<file path="config.mk">
export PLATFORM = sky130hd
export DESIGN_NAME = asp_pins
export DESIGN_NICKNAME = d
export VERILOG_FILES = /design/src/rtl/asp_pkg.sv /design/src/rtl/asp_pins.sv
export SDC_FILE = /design/constraint.sdc
export NUM_CORES = 1
export LEC_CHECK = 0
export BUFFER_PORTS_ARGS = -buffer_cell sky130_fd_sc_hd__buf_2
export CORE_UTILIZATION = 45
export CTS_CLUSTER_DIAMETER = 150
export DETAILED_ROUTE_END_ITERATION = 10
export GPL_ROUTABILITY_DRIVEN = 0
export PLACE_DENSITY = 0.78
export SETUP_SLACK_MARGIN = 0.02
export SYNTH_ARGS = -nofsm -noshare
export SYNTH_HDL_FRONTEND = slang
export SYNTH_SLANG_ARGS = --single-unit
</file>
<file path="constraint.sdc">
create_clock -name clk -period 2.6 [get_ports clk]
set_clock_uncertainty 0.15 [all_clocks]
set_input_delay 0 -clock clk [delete_from_list [all_inputs] [get_ports clk]]
set_output_delay 0 -clock clk [all_outputs]
set_load 0.05 [all_outputs]
</file>
<file path="src/rtl/asp_pkg.sv">
// package: constants and types for the serial audio port pin block
package asp_pkg;
  // number of pins handled: rx clock, tx clock, data pin a, data pin b
  localparam int unsigned NUM_PINS = 4;
  localparam int unsigned PIN_RXCLK = 0;
  localparam int unsigned PIN_TXCLK = 1;
  localparam int unsigned PIN_DATA_A = 2;
  localparam int unsigned PIN_DATA_B = 3;
  // gpio direction codes per pin
  typedef enum logic [1:0] {
    ASP_GPIO_DISC = 2'b00,
    ASP_GPIO_IN   = 2'b01,
    ASP_GPIO_OUT  = 2'b10
  } asp_gpio_e;
  // data pin function select
  typedef enum logic [1:0] {
    ASP_DATA_OFF = 2'b00,
    ASP_DATA_TX  = 2'b01,
    ASP_DATA_RX  = 2'b10
  } asp_data_e;
  localparam logic [1:0] GPIO_DIR_RST = 2'b00;
  localparam logic       FLAG_RST     = 1'b0;
  localparam int unsigned SHIFT_W     = 24;
  localparam logic [23:0] SHIFT_RST   = 24'h000000;
endpackage : asp_pkg

</file>
<file path="src/rtl/asp_pins.sv">
// module: pin-level muxing of the second serial audio port
//
// Functional notes
// - with sync mode off the rx bit clock pin is the receivers' clock.
// - with sync mode on the rx bit clock pin becomes serial flag zero.
// - as a flag its direction follows the rx clock direction bit.
// - an output flag drives the output flag zero bit onto the pin.
// - output flag updates reach the pin at frame sync or at each slot.
// - an input flag is captured into input flag zero at frame or slot.
// - with sync mode on the tx bit clock pin clocks tx and rx together.
// - with sync mode off the tx bit clock pin clocks transmitters only.
// - data pin a set for tx drives the tx shift register five bit.
// - data pin a set for rx feeds the rx shift register zero.
// - data pin b set for tx drives the tx shift register four bit.
// - data pin b set for rx feeds the rx shift register one.
// - in gpio mode each pin is input, output or disconnected.
// - after reset all pins are gpio disconnected.
`timescale 1ns/10ps
module asp_pins
  import asp_pkg::*;
(
  input  wire logic                   clk,
  input  wire logic                   rstn,
  input  wire logic                   portEnable,
  input  wire logic                   syncModeSelect,
  input  wire logic                   rxClockDirectionBit,
  input  wire logic                   txClockDirectionBit,
  input  wire logic                   networkMode,
  input  wire logic                   frameSync,
  input  wire logic                   slotStart,
  input  wire logic                   outputFlagZero,
  input  wire logic                   rxClkGen,
  input  wire logic                   txClkGen,
  input  wire asp_pkg::asp_data_e     dataModeA,
  input  wire asp_pkg::asp_data_e     dataModeB,
  input  wire logic                   txShiftRegFiveBit,
  input  wire logic                   txShiftRegFourBit,
  input  wire logic [NUM_PINS*2-1:0]  gpioDir,
  input  wire logic [NUM_PINS-1:0]    gpioOut,
  input  wire logic [NUM_PINS-1:0]    pinIn,
  output logic      [NUM_PINS-1:0]    pinOut,
  output logic      [NUM_PINS-1:0]    pinOe,
  output logic      [NUM_PINS-1:0]    gpioIn,
  output logic                        inputFlagZero,
  output logic                        rxBitClock,
  output logic                        txBitClock,
  output logic                        rxClkEdge,
  output logic                        txClkEdge,
  output logic      [SHIFT_W-1:0]     rxShiftRegZero,
  output logic      [SHIFT_W-1:0]     rxShiftRegOne
);
  import asp_pkg::*;

  // ***************************************
  // pin synchronisers
  // ***************************************
  logic [NUM_PINS-1:0] pinMeta_r;
  logic [NUM_PINS-1:0] pinSync_r;
  logic [NUM_PINS-1:0] pinPrev_r;

  always_ff @(posedge clk or negedge rstn) begin
    if (!rstn) begin
      pinMeta_r <= '0;
      pinSync_r <= '0;
      pinPrev_r <= '0;
    end else begin
      pinMeta_r <= pinIn;
      pinSync_r <= pinMeta_r;
      pinPrev_r <= pinSync_r;
    end
  end

  // generated clocks are levels too; a high level is not an edge
  logic rxGenPrev_r;
  logic txGenPrev_r;

  always_ff @(posedge clk or negedge rstn) begin
    if (!rstn) begin
      rxGenPrev_r <= 1'b0;
      txGenPrev_r <= 1'b0;
    end else begin
      rxGenPrev_r <= rxClkGen;
      txGenPrev_r <= txClkGen;
    end
  end

  // ***************************************
  // pin roles
  // ***************************************
  logic rxClkIsFlag;
  logic flagIsOut;
  logic slotTick;
  logic rxPinClk;
  logic txPinClk;
  logic rxRise;
  logic txRise;
  logic rxGenRise;
  logic txGenRise;

  assign rxClkIsFlag = portEnable && syncModeSelect;
  assign flagIsOut   = rxClockDirectionBit;
  // network mode updates per slot, normal mode per frame
  assign slotTick    = networkMode ? slotStart : frameSync;
  assign rxPinClk    = rxClockDirectionBit ? rxClkGen : pinSync_r[PIN_RXCLK];
  assign txPinClk    = txClockDirectionBit ? txClkGen : pinSync_r[PIN_TXCLK];

  // receivers follow tx clock in sync mode, rx pin otherwise
  assign rxBitClock = !portEnable ? 1'b0 :
                      syncModeSelect ? txPinClk : rxPinClk;
  assign txBitClock = portEnable ? txPinClk : 1'b0;

  // generated clock rises show at once; pin clock rises lag two flops
  assign rxGenRise = rxClkGen && !rxGenPrev_r;
  assign txGenRise = txClkGen && !txGenPrev_r;
  assign rxRise = syncModeSelect
    ? (txClockDirectionBit ? txGenRise
       : pinSync_r[PIN_TXCLK] && !pinPrev_r[PIN_TXCLK])
    : (rxClockDirectionBit ? rxGenRise
       : pinSync_r[PIN_RXCLK] && !pinPrev_r[PIN_RXCLK]);
  assign txRise = txClockDirectionBit ? txGenRise
                : pinSync_r[PIN_TXCLK] && !pinPrev_r[PIN_TXCLK];
  assign rxClkEdge = portEnable && rxRise;
  assign txClkEdge = portEnable && txRise;

  // ***************************************
  // serial flag zero
  // ***************************************
  logic flagOut_r;

  always_ff @(posedge clk or negedge rstn) begin
    if (!rstn) begin
      flagOut_r <= FLAG_RST;
    end else if (rxClkIsFlag && flagIsOut && slotTick) begin
      flagOut_r <= outputFlagZero;
    end
  end

  always_ff @(posedge clk or negedge rstn) begin
    if (!rstn) begin
      inputFlagZero <= FLAG_RST;
    end else if (rxClkIsFlag && !flagIsOut && slotTick) begin
      inputFlagZero <= pinSync_r[PIN_RXCLK];
    end
  end

  // code 11 falls through to off in both decoders
  function automatic logic dataIsRx(input asp_data_e mode);
    dataIsRx = (mode == ASP_DATA_RX);
  endfunction : dataIsRx

  function automatic logic dataIsTx(input asp_data_e mode);
    dataIsTx = (mode == ASP_DATA_TX);
  endfunction : dataIsTx

  // ***************************************
  // receive shift registers
  // ***************************************
  // bits shift on the rx clock rising edge; word framing lives elsewhere
  always_ff @(posedge clk or negedge rstn) begin
    if (!rstn) begin
      rxShiftRegZero <= SHIFT_RST;
    end else if (portEnable && dataIsRx(dataModeA) && rxClkEdge) begin
      rxShiftRegZero <= {rxShiftRegZero[SHIFT_W-2:0],
                         pinSync_r[PIN_DATA_A]};
    end
  end

  always_ff @(posedge clk or negedge rstn) begin
    if (!rstn) begin
      rxShiftRegOne <= SHIFT_RST;
    end else if (portEnable && dataIsRx(dataModeB) && rxClkEdge) begin
      rxShiftRegOne <= {rxShiftRegOne[SHIFT_W-2:0],
                        pinSync_r[PIN_DATA_B]};
    end
  end

  // ***************************************
  // pad drivers
  // ***************************************
  function automatic logic gpioOutEn(input logic [1:0] dir);
    gpioOutEn = (dir == ASP_GPIO_OUT);
  endfunction : gpioOutEn

  function automatic logic gpioInEn(input logic [1:0] dir);
    gpioInEn = (dir == ASP_GPIO_IN);
  endfunction : gpioInEn

  logic [NUM_PINS-1:0] funcOe;
  logic [NUM_PINS-1:0] funcOut;

  always_comb begin
    funcOe  = '0;
    funcOut = '0;
    if (syncModeSelect) begin
      funcOe[PIN_RXCLK]  = flagIsOut;
      funcOut[PIN_RXCLK] = flagOut_r;
    end else begin
      funcOe[PIN_RXCLK]  = rxClockDirectionBit;
      funcOut[PIN_RXCLK] = rxClkGen;
    end
    funcOe[PIN_TXCLK]   = txClockDirectionBit;
    funcOut[PIN_TXCLK]  = txClkGen;
    funcOe[PIN_DATA_A]  = dataIsTx(dataModeA);
    funcOut[PIN_DATA_A] = txShiftRegFiveBit;
    funcOe[PIN_DATA_B]  = dataIsTx(dataModeB);
    funcOut[PIN_DATA_B] = txShiftRegFourBit;
  end

  // outputs registered; gpio disconnected drives and samples nothing
  genvar gi;
  generate
    for (gi = 0; gi < NUM_PINS; gi++) begin : g_pad
      always_ff @(posedge clk or negedge rstn) begin
        if (!rstn) begin
          pinOe[gi]  <= 1'b0;
          pinOut[gi] <= 1'b0;
          gpioIn[gi] <= 1'b0;
        end else if (portEnable) begin
          pinOe[gi]  <= funcOe[gi];
          pinOut[gi] <= funcOut[gi];
          gpioIn[gi] <= 1'b0;
        end else begin
          pinOe[gi]  <= gpioOutEn(gpioDir[gi*2 +: 2]);
          pinOut[gi] <= gpioOut[gi];
          gpioIn[gi] <= gpioInEn(gpioDir[gi*2 +: 2]) & pinSync_r[gi];
        end
      end
    end
  endgenerate
endmodule : asp_pins

</file>
; Yosys cells after proc, flatten, opt, wreduce, memory -nomap -nowiden
; Index checks and enable logic that the tools add are counted.
[word_totals]
inputBits = 34
register_bits = 74
[classes]
reduce_logical = 20
n_eq_ne = 12
bitwise_logic = 4
muxes = 22
[op_table]
columns = operator, count
row1 = $mux W1, 22
row2 = $logic_and A1 B1 Y1, 15
row3 = $eq A2 B1 Y1 const B, 6
row4 = $eq A2 B2 Y1 const B, 6
row5 = $logic_not A1 Y1, 5
row6 = $and A1 B1 Y1, 4

; Logic depth before layout (Yosys ltp)
; Gate-level depths: netlist (run 1).
[depth]
ltp_word = 6
mapped_depth = 5
mapped_depth_nobuf = 4

; Worst setup path after synthesis (run 1)
; OpenSTA, ideal clock, no wires.
[synth_path]
path_kind = flip-flop to output port
from = register pinSync_r[1]
to = output rxClkEdge
arrival_ps = 2015
setup_slack_ps = 435
path_stages_with_launch = 4
cell_sequence = dfrtp_1 > inv_2 > o32a_4 > a211oi_1
[synth_via]
elab_chain_len = 4
[synth_rtl]
columns = item, line
row1 = from (decl), asp_pins.sv:58  ; logic [NUM_PINS-1:0] pinSync_r;
row2 = from (signal assigned), asp_pins.sv:68  ; pinSync_r <= pinMeta_r;
row3 = $logic_and A1 B1 Y1, asp_pins.sv:117  ; : pinSync_r[PIN_TXCLK] && !pinPrev_r[PIN_TXCLK])
row4 = $mux W1 (2 in a row), asp_pins.sv:116  ; ? (txClockDirectionBit ? txGenRise
row5 = $logic_and A1 B1 Y1, asp_pins.sv:122  ; assign rxClkEdge = portEnable && rxRise;
row6 = to (decl), asp_pins.sv:47  ; output logic rxClkEdge,
; No other way between the ends.

; Worst setup path in the final report (run 1)
[layout_path]
from = register pinSync_r[1]
to = register rxShiftRegOne[3]
[layout_via]
elab_chain_len = 5
[layout_rtl]
columns = item, line
row1 = $logic_and A1 B1 Y1, asp_pins.sv:117
row2 = $mux W1 (2 in a row), asp_pins.sv:116
row3 = $logic_and A1 B1 Y1, asp_pins.sv:122
row4 = $logic_and A1 B1 Y1, asp_pins.sv:171  ; end else if (portEnable && dataIsRx(dataModeB) && rxClkEdge) begin
row5 = to (signal assigned), asp_pins.sv:172  ; rxShiftRegOne <= {rxShiftRegOne[SHIFT_W-2:0],
row6 = to (decl), asp_pins.sv:50  ; output logic [SHIFT_W-1:0] rxShiftRegOne
; No other way between the ends.
; A chain may end at the register's enable or synchronous reset.

==> results by group, run 1 <==
Final layout
  – Nets: 349
  – # diodes: 0
  – Footprint of the multi-input gates: 1040 sq um
  – Layout cells sized above 1: 0.547
  – P&R area growth vs syn: 37.8%
  – Register area: 1850 sq um
  – Fillers: 478

Floorplanning
  – Core footprint: 6350 sq um
  – Die X: 83.1 microns
  – Starting Density: 0.466
  – I/O pin count: 99
  – Die height: 83.1 microns
  – DIE AREA: 6910 sq um
  – Site Rows: 29

Detailed routing
  – Vias/cell: 4.92
  – Initial DRC Count: 61
  – Vias: 1945
  – DRC: 0
  – Post-Route WL: 5720 microns
  – Post-route ant nets: 0
  – First-pass DRT Iterations: 4
  – Routed WL per cell: 14.5 microns

Synthesis
  – EDFF count, synth: 0
  – Register area share after synthesis: 0.626
  – Distinct cells, synth: 28
  – Mapped Cells: 174
  – Synthesized area per cell: 17.0 sq um
  – FF+latch count, synth: 74
  – Async set-reset flop share out of synthesis: 1.00
  – Syn nets: 208
  – Post-Syn Area: 2960 sq um
  – Top FF cell, synth: dfrtp_1
  – Syn. warnings: 0

Worst setup path
  – Worst EP required: 2.67 ns
  – Crit-path max FO: 24
  – Crit. Startpoint: pinSync_r[1]
  – CP Capture Type: flip-flop
  – Worst reg2reg startpoint: pinSync_r[1]
  – Crit path kind: reg -> reg
  – Capture point of the worst reg-to-reg path: rxShiftRegOne[3]
  – Critical Path AT: 2.17 ns
  – Critical Path End: rxShiftRegOne[3]
  – Register-to-register setup slack: 0.49 ns
  – Reg2Reg Depth: 5
  – CP Launch Type: flip-flop

STA
  – RSZ-0062 raised after global routing: no
  – Tmin final: 2.11 ns
  – Max_slew headroom: 0.401
  – Worst-Margin Slew: 0.898 ns
  – Setup TNS Final: 0 ns
  – Max Freq: 0.475 GHz
  – Final worst path period share: 0.810
  – Pins over their slew limit: 0
  – Final hold violations: 0
  – PnR worst setup slack: 0.493 ns
  – Number of setup violations in the final report: 0

Clock network
  – Clk sinks: 74
  – CTS max path bufs: 2
  – CTS tree: yes
  – Worst skew pair latency: 0.34 ns
  – Clock root buffer: clkbuf_8
  – Reg clk slew, reported paths: 0.07 ns
  – Htree depth: 3
  – Inserted Clock Buffers: 9
  – Post-CTS Repair Setup Buffers: 0

Global routing
  – Number of global-route vias before repair: 1940
  – Aggregate global-route resource usage: 0.179
  – Antenna violations before repair: 0
  – Total grt overflow: 0
  – Pin count of the biggest net entering global routing: 75
  – Global-route wire length before repair: 9510 microns

Min path
  – HP Start: portEnable
  – Hold/Removal Path Class: in -> reg

Pwr
  – Leak: 2.14 nW
  – Power Density: 655 nW/um^2
  – Max VDD drop: 419 uV

Place
  – Pre-CTS setup slack: 0.497 ns
  – Post-DP HPWL: 3750 microns
  – Port buffer count: 98

Flow run
  – Max-cap violations: 0

Status
  – Status: completed
state kept, by name (all words and copies together), names as in the netlist:
| signal | flops |
|---|---|
| rxShiftRegZero | 24 |
| pinMeta_r | 4 |
| flagOut_r | 1 |
| inputFlagZero | 1 |
| pinOe | 4 |
| pinOut | 4 |
| rxGenPrev_r | 1 |
| txGenPrev_r | 1 |
| pinSync_r | 4 |
| rxShiftRegOne | 24 |
| pinPrev_r | 2 |
| gpioIn | 4 |
critical path, stage by stage (launching register included):
cell,delay (ns)
dfrtp_1,0.36
inv_2,0.06
o32a_4,0.41
a211oi_4,0.23
buf_4,0.39
mux2_2,0.38
metal layers:
layer,global-route usage,wire length [microns]
met3,0.0626,305
met2,0.258,2520
met5,0,0
met4,0.0721,130
met1,0.248,2760
synthesized netlist by cell type, types with 2 or more instances:
| master | n | share of area |
|---|---|---|
| dfrtp_1 | 74 | 0.63 |
| nand3b_1 | 2 | 0.0051 |
| a211oi_1 | 3 | 0.0076 |
| inv_1 | 2 | 0.0025 |
| mux2_4 | 40 | 0.20 |
| nor4bb_1 | 3 | 0.010 |
| buf_1 | 2 | 0.0025 |
| mux2_2 | 12 | 0.046 |
| a211oi_4 | 2 | 0.014 |
| buf_6 | 4 | 0.015 |
| o21ai_0 | 2 | 0.0034 |
| mux2_1 | 2 | 0.0076 |
| nor2_1 | 7 | 0.0089 |
| nand2_1 | 5 | 0.0063 |
logic make-up (layout without fill, tap and decap cells):
group | Yosys count | count (layout) | synth area share
AOI/OAI and AO/OA | 13 | 13 | 0.0478
muxes | 55 | 55 | 0.260
DFF | 74 | 74 | 0.626
and+or+nand+nor | 22 | 22 | 0.0440
buffers and inverters | 10 | 154 | 0.0232
metrics by stage:
| step | cell area (sq um) | hold slack (ns) | cells | total power [mW] | util |
|---|---|---|---|---|---|
| 6_report | 4080 | 0.144 | 395 | 2.67 | 0.642 |
| 5_1_grt | 4080 | 0.149 | 395 | 2.79 | 0.642 |
| 4_1_cts | 4080 | 0.128 | 395 | 2.71 | 0.642 |
| 3_5_place_dp | 3530 | -0.0397 | 345 | 1.79 | 0.555 |
| 3_3_place_gp | 3530 | -0.0419 | 345 | 1.78 | 0.555 |
| 2_1_floorplan | 2960 | -0.446 | 174 | 1.64 | - |
power breakdown:
group | switching (mW) | internal, mW
Clock | 0.383 | 0.482
Combinational | 0.358 | 0.179
Sequential | 0.0449 | 1.23
Total | 0.786 | 1.89
worst min path at each step:
stage | end | slack (ns) | cells after the start
floorplan | flagOut_r | -0.45 | 0
global placement | pinMeta_r[2] | -0.04 | 1
detailed placement | pinMeta_r[3] | -0.04 | 1
CTS | pinOut[1] | 0.13 | 3
global route | pinOut[1] | 0.15 | 3
finish | pinOut[1] | 0.14 | 3
placed cells by master (no fill, tap or decap), drive strengths merged:
| cell | count |
|---|---|
| o32a | 1 |
| mux2 | 54 |
| nor2 | 7 |
| dfrtp | 74 |
| a211oi | 5 |
| nand3b | 2 |
| nor4bb | 3 |
| nand2 | 5 |
| mux2i | 1 |
| a22o | 2 |
| clkbuf | 11 |
| and2b | 1 |
| nand4b | 1 |
| nor3b | 1 |
| inv | 3 |
| buf | 101 |
| a311oi | 1 |
| nor4b | 1 |
| o21a | 1 |
| dlygate4sd3 | 36 |
| o21ai | 2 |
| clkinv | 2 |
| nand4 | 1 |
| bufinv | 1 |
| a21oi | 1 |
repair_timing:
item                      4_1_cts  5_1_grt
hold buffers                   36        0
hold endpoints to repair       94        0
resized for setup               0        0
layout make-up:
type,instances,area share
tap,77,0.0236
inverter,3,0.00276
timing repair buffer,137,0.218
clock buffer,11,0.0371
multi-input combinational,90,0.255
clock inverter,3,0.00982
sequential,74,0.454
Note: power is estimated with default switching activity, not from simulation.
==> run 2: changes to the inputs <==
--- a/config.mk
+++ b/config.mk
@@ -5,6 +5,7 @@
 export SDC_FILE = /design/constraint.sdc
 export NUM_CORES = 1
 export LEC_CHECK = 0
+export ABC_AREA = 1
 export BUFFER_PORTS_ARGS = -buffer_cell sky130_fd_sc_hd__buf_2
 export CORE_UTILIZATION = 45
 export CTS_CLUSTER_DIAMETER = 150
==> constraint.sdc (replaced) <==
create_clock -name clk -period 2.12 [get_ports clk]
set_clock_uncertainty 0.15 [all_clocks]
set_input_delay 0 -clock clk [delete_from_list [all_inputs] [get_ports clk]]
set_output_delay 0 -clock clk [all_outputs]
set_load 0.05 [all_outputs]
==> run 2 against run 1 <==
  * Wire length grew 18%
  * Cell count grew 32%
  * Clock power grew 18%
  * Cell area shrank 1.8%
  * Die area shrank 0.66%
  * Non-clock buffer count is the same
  * Worst hold slack lost 0.12 ns
  * Core utilization shrank 0.80 points
  * Synthesized cell count grew 76%
  * Clock-buffer cell count grew 2
  * First-iteration DRC count grew 130%
  * Flip-flop and latch count is the same
  * Largest power group unchanged
==> results by group, run 2 <==
Status
  – Status: completed

Pwr
  – NetSw: 0.856 mW (+8.8%)
  – P_int: 2.16 mW (+14%)
  – Max VDD drop: 502 uV (+20%)
  – Combinational Power Share: 0.161 (-0.040)
  – Sw frac: 0.284 (-0.0103)
  – Power Density: 753 nW/um^2 (+15%)
  – Leak: 2.34 nW (+9.2%)
  – Sequential fraction of design power: 0.501 (+0.025)
  – Clk pwr share: 0.339 (+0.015)

Detailed routing
  – DRC: 0 (unchanged)
  – First-pass DRT Iterations: 5 (+1)
  – Met1 wire length: 2880 microns (+4.4%)
  – Max layer used: met4
  – Post-Route WL: 6770 microns (+18%)
  – Post-route ant nets: 0 (unchanged)
  – Vias/cell: 4.90 (-0.45%)
  – Routed WL per cell: 13.0 microns (-10%)
  – Vias: 2554 (+31%)
  – Met3 wire len: 269 microns (-12%)
  – Initial DRC Count: 142 (+130%)
  – Metal2 WL: 3320 microns (+32%)

Final layout
  – Footprint of the multi-input gates: 935 sq um (-10%)
  – Fillers: 541 (+13%)
  – Layout cells sized above 1: 0.304 (-0.243)
  – Register area: 1850 sq um (unchanged)
  – Most common cell after layout, fill and taps aside: nand2_1
  – Commonest cells after routing, fill and taps aside: nand2_1, buf_2, dfrtp_1
  – Top Registers: rxShiftRegOne x24, rxShiftRegZero x24
  – # diodes: 0 (unchanged)
  – Nets: 474 (+36%)
  – P&R area growth vs syn: 36.2%

Floorplanning
  – Die height: 82.8 microns (-0.33%)
  – Die X: 82.8 microns (-0.33%)
  – I/O pin count: 99 (unchanged)
  – Site Rows: 29 (unchanged)
  – Starting Density: 0.466 (-0.000491)
  – DIE AREA: 6860 sq um (-0.66%)
  – Core footprint: 6310 sq um (-0.57%)

Global routing
  – Pin count of the biggest net entering global routing: 75 (unchanged)
  – Antenna violations before repair: 0 (unchanged)
  – Global-route wire length before repair: 11400 microns (+20%)
  – Aggregate global-route resource usage: 0.210 (+0.0307)
  – Total grt overflow: 0 (unchanged)
  – Number of global-route vias before repair: 2462 (+27%)

Synthesis
  – Simple-gate share of the synthesized area: 0.295 (+0.251)
  – Post-Syn Area: 2940 sq um (-0.68%)
  – Register area share after synthesis: 0.630 (+0.00426)
  – Top FF cell, synth: dfrtp_1
  – FF+latch count, synth: 74 (unchanged)
  – EDFF count, synth: 0 (unchanged)
  – Distinct cells, synth: 23 (-18%)
  – Combinational family with the most area after synthesis: simple AND/OR/NAND/NOR gates
  – Async set-reset flop share out of synthesis: 1.00 (unchanged)
  – Share of the synthesized area in the top cell type: 0.630 (+0.00426)
  – Syn nets: 341 (+64%)
  – Synth Area in XOR/XNOR: 0 (unchanged)
  – Synth top area cells: dfrtp_1, nand2_1, nand3_1
  – Post-synthesis compound-gate area fraction: 0.0187 (-0.0290)
  – Mapped Cells: 307 (+76%)
  – Synth area leader: dfrtp_1
  – Top-count cell post-synth: nand2_1
  – Mux cell area share after synthesis: 0.00340 (-0.256)
  – Synthesized area per cell: 9.58 sq um (-44%)
  – Post-Synth Adder-Cell Area: 0 (unchanged)
  – Commonest cells post-synth: nand2_1, dfrtp_1, nand3_1, inv_1, nand3_2
  – Syn. warnings: 0 (unchanged)

Worst setup path
  – CP Launch Type: flip-flop
  – Crit path kind: reg -> out
  – Crit-path max cell delay: 0.41 ns (about the same)
  – Reg2Reg Depth: 7 (+2)
  – Critical Path AT: 1.42 ns (-0.75 ns)
  – CP Depth: 5 (unchanged)
  – Crit-path max FO: 9 (-63%)
  – Worst reg2reg startpoint: pinSync_r[1]
  – Critical-path top delay cell: dfrtp_1
  – CP Capture Type: output pin
  – Critical Path End: rxClkEdge
  – Capture point of the worst reg-to-reg path: rxShiftRegZero[3]
  – Crit path buf inv count: 1 (-1)
  – Worst EP required: 1.97 ns (-0.70 ns)
  – Critical-path cell list: nand3_1 > nand2_1 > nand2_1 > nand2_4 > buf_2
  – Top cell family by delay on the critical path: flip-flops
  – Critical Path Most Common Cell: nand2_1
  – Crit. Startpoint: pinSync_r[1]
  – Register-to-register setup slack: 0.55 ns (+0.05 ns)

Place
  – Post-DP HPWL: 4200 microns (+12%)
  – Port buffer count: 98 (unchanged)

Clock network
  – Worst skew pair latency: 0.33 ns (about the same)
  – Reg clk slew, reported paths: 0.07 ns (about the same)
  – CTS max path bufs: 2 (unchanged)
  – Inserted Clock Buffers: 9 (unchanged)
  – CTS tree: yes
  – Htree depth: 3 (unchanged)
  – Clk sinks: 74 (unchanged)
  – Clock root buffer: clkbuf_8
  – Post-CTS Repair Setup Buffers: 0 (unchanged)

STA
  – Pins over their slew limit: 0 (unchanged)
  – Worst-Margin Slew: 0.923 ns (+0.0247 ns)
  – Final hold violations: 0 (unchanged)
  – Number of setup violations in the final report: 0 (unchanged)
  – Tmin final: 1.57 ns
  – Worst hold slack: 0.0273 ns (-0.117 ns)
  – Final worst path period share: 0.742
  – RSZ-0062 raised after global routing: no
  – Setup TNS Final: 0 ns (unchanged)
  – Max_slew headroom: 0.385 (-0.0165)
  – Max Freq: 0.635 GHz

Min path
  – HP Start: syncModeSelect
  – Hold/Removal Path Class: in -> reg

Flow run
  – Max-cap violations: 0 (unchanged)
[run 2: changes by cell type in the layout (fill, tap and decap cells not counted), sizes merged, moves of 3 or more]
| cell | before | now |
|---|---|---|
| a211oi | 5 | 0 |
| inv | 3 | 15 |
| mux2 | 54 | 0 |
| nand2 | 5 | 124 |
| nand3 | 0 | 58 |
| nor2 | 7 | 4 |
| nor3 | 0 | 3 |
| nor4bb | 3 | 0 |
| o21ai | 2 | 7 |
[run 2: area by class of cell]
cell class / instances / share of cell area
clock buffers: 13 / 0.0447
clock inverters: 2 / 0.00250
inverters: 16 / 0.0150
multi-input cells: 202 / 0.233
flip-flops and latches: 74 / 0.462
well taps: 77 / 0.0241
repair buffers: 137 / 0.218
[run 2: routing by layer]
layer  global-route usage  up-vias
met5                    0        -
met4                0.133        0
met3               0.0457       26
met2                0.332       81
met1                0.262     1199
li1                     -     1248
[run 2: how the worst min path moves through the flow]
| stage | end | slack (ns) | cells past startpoint |
|---|---|---|---|
| 2_1_floorplan | flagOut_r | -0.45 | 0 |
| 3_3_place_gp | pinMeta_r[0] | -0.04 | 1 |
| 3_5_place_dp | pinMeta_r[3] | -0.04 | 1 |
| 4_1_cts | rxShiftRegZero[0] | 0.03 | 6 |
| 5_1_grt | rxShiftRegZero[0] | 0.05 | 6 |
| 6_report | rxShiftRegZero[0] | 0.03 | 6 |
[run 2: power by group through the flow]
stage          Sequential [mW]  Combinational [mW]  Clock [mW]
2_1_floorplan             1.70               0.123           0
3_3_place_gp              1.53               0.423           0
3_5_place_dp              1.54               0.428           0
4_1_cts                   1.51               0.484        1.04
5_1_grt                   1.52               0.520        1.12
6_report                  1.51               0.484        1.02
[run 2: kinds of logic after synthesis]
group / Yosys count
buffers and inverters: 31
muxes: 1
and+or+nand+nor: 191
AOI/OAI and AO/OA: 10
DFF: 74
[run 2: through the flow]
stage	util	std cells	area, sq um	total power, mW	worst slack [ns]
after global placement	0.549	471	3470	1.96	0.614
after CTS	0.634	521	4010	3.04	0.523
final	0.634	521	4010	3.01	0.546
after global routing	0.634	521	4010	3.16	0.396
after detailed placement	0.549	471	3470	1.96	0.555
after floorplan	-	307	2940	1.82	0.439
[run 2: tightest hold or removal path: cells and delay by family]
kind                   cells  cell delay [ns]
and+or+nand+nor            5             0.38
buffers and inverters      1             0.10
[run 2: timing repair]
action,in CTS,in global routing
hold buffers,35,0
gates resized for setup,0,0
endpoints found under the hold margin,94,0
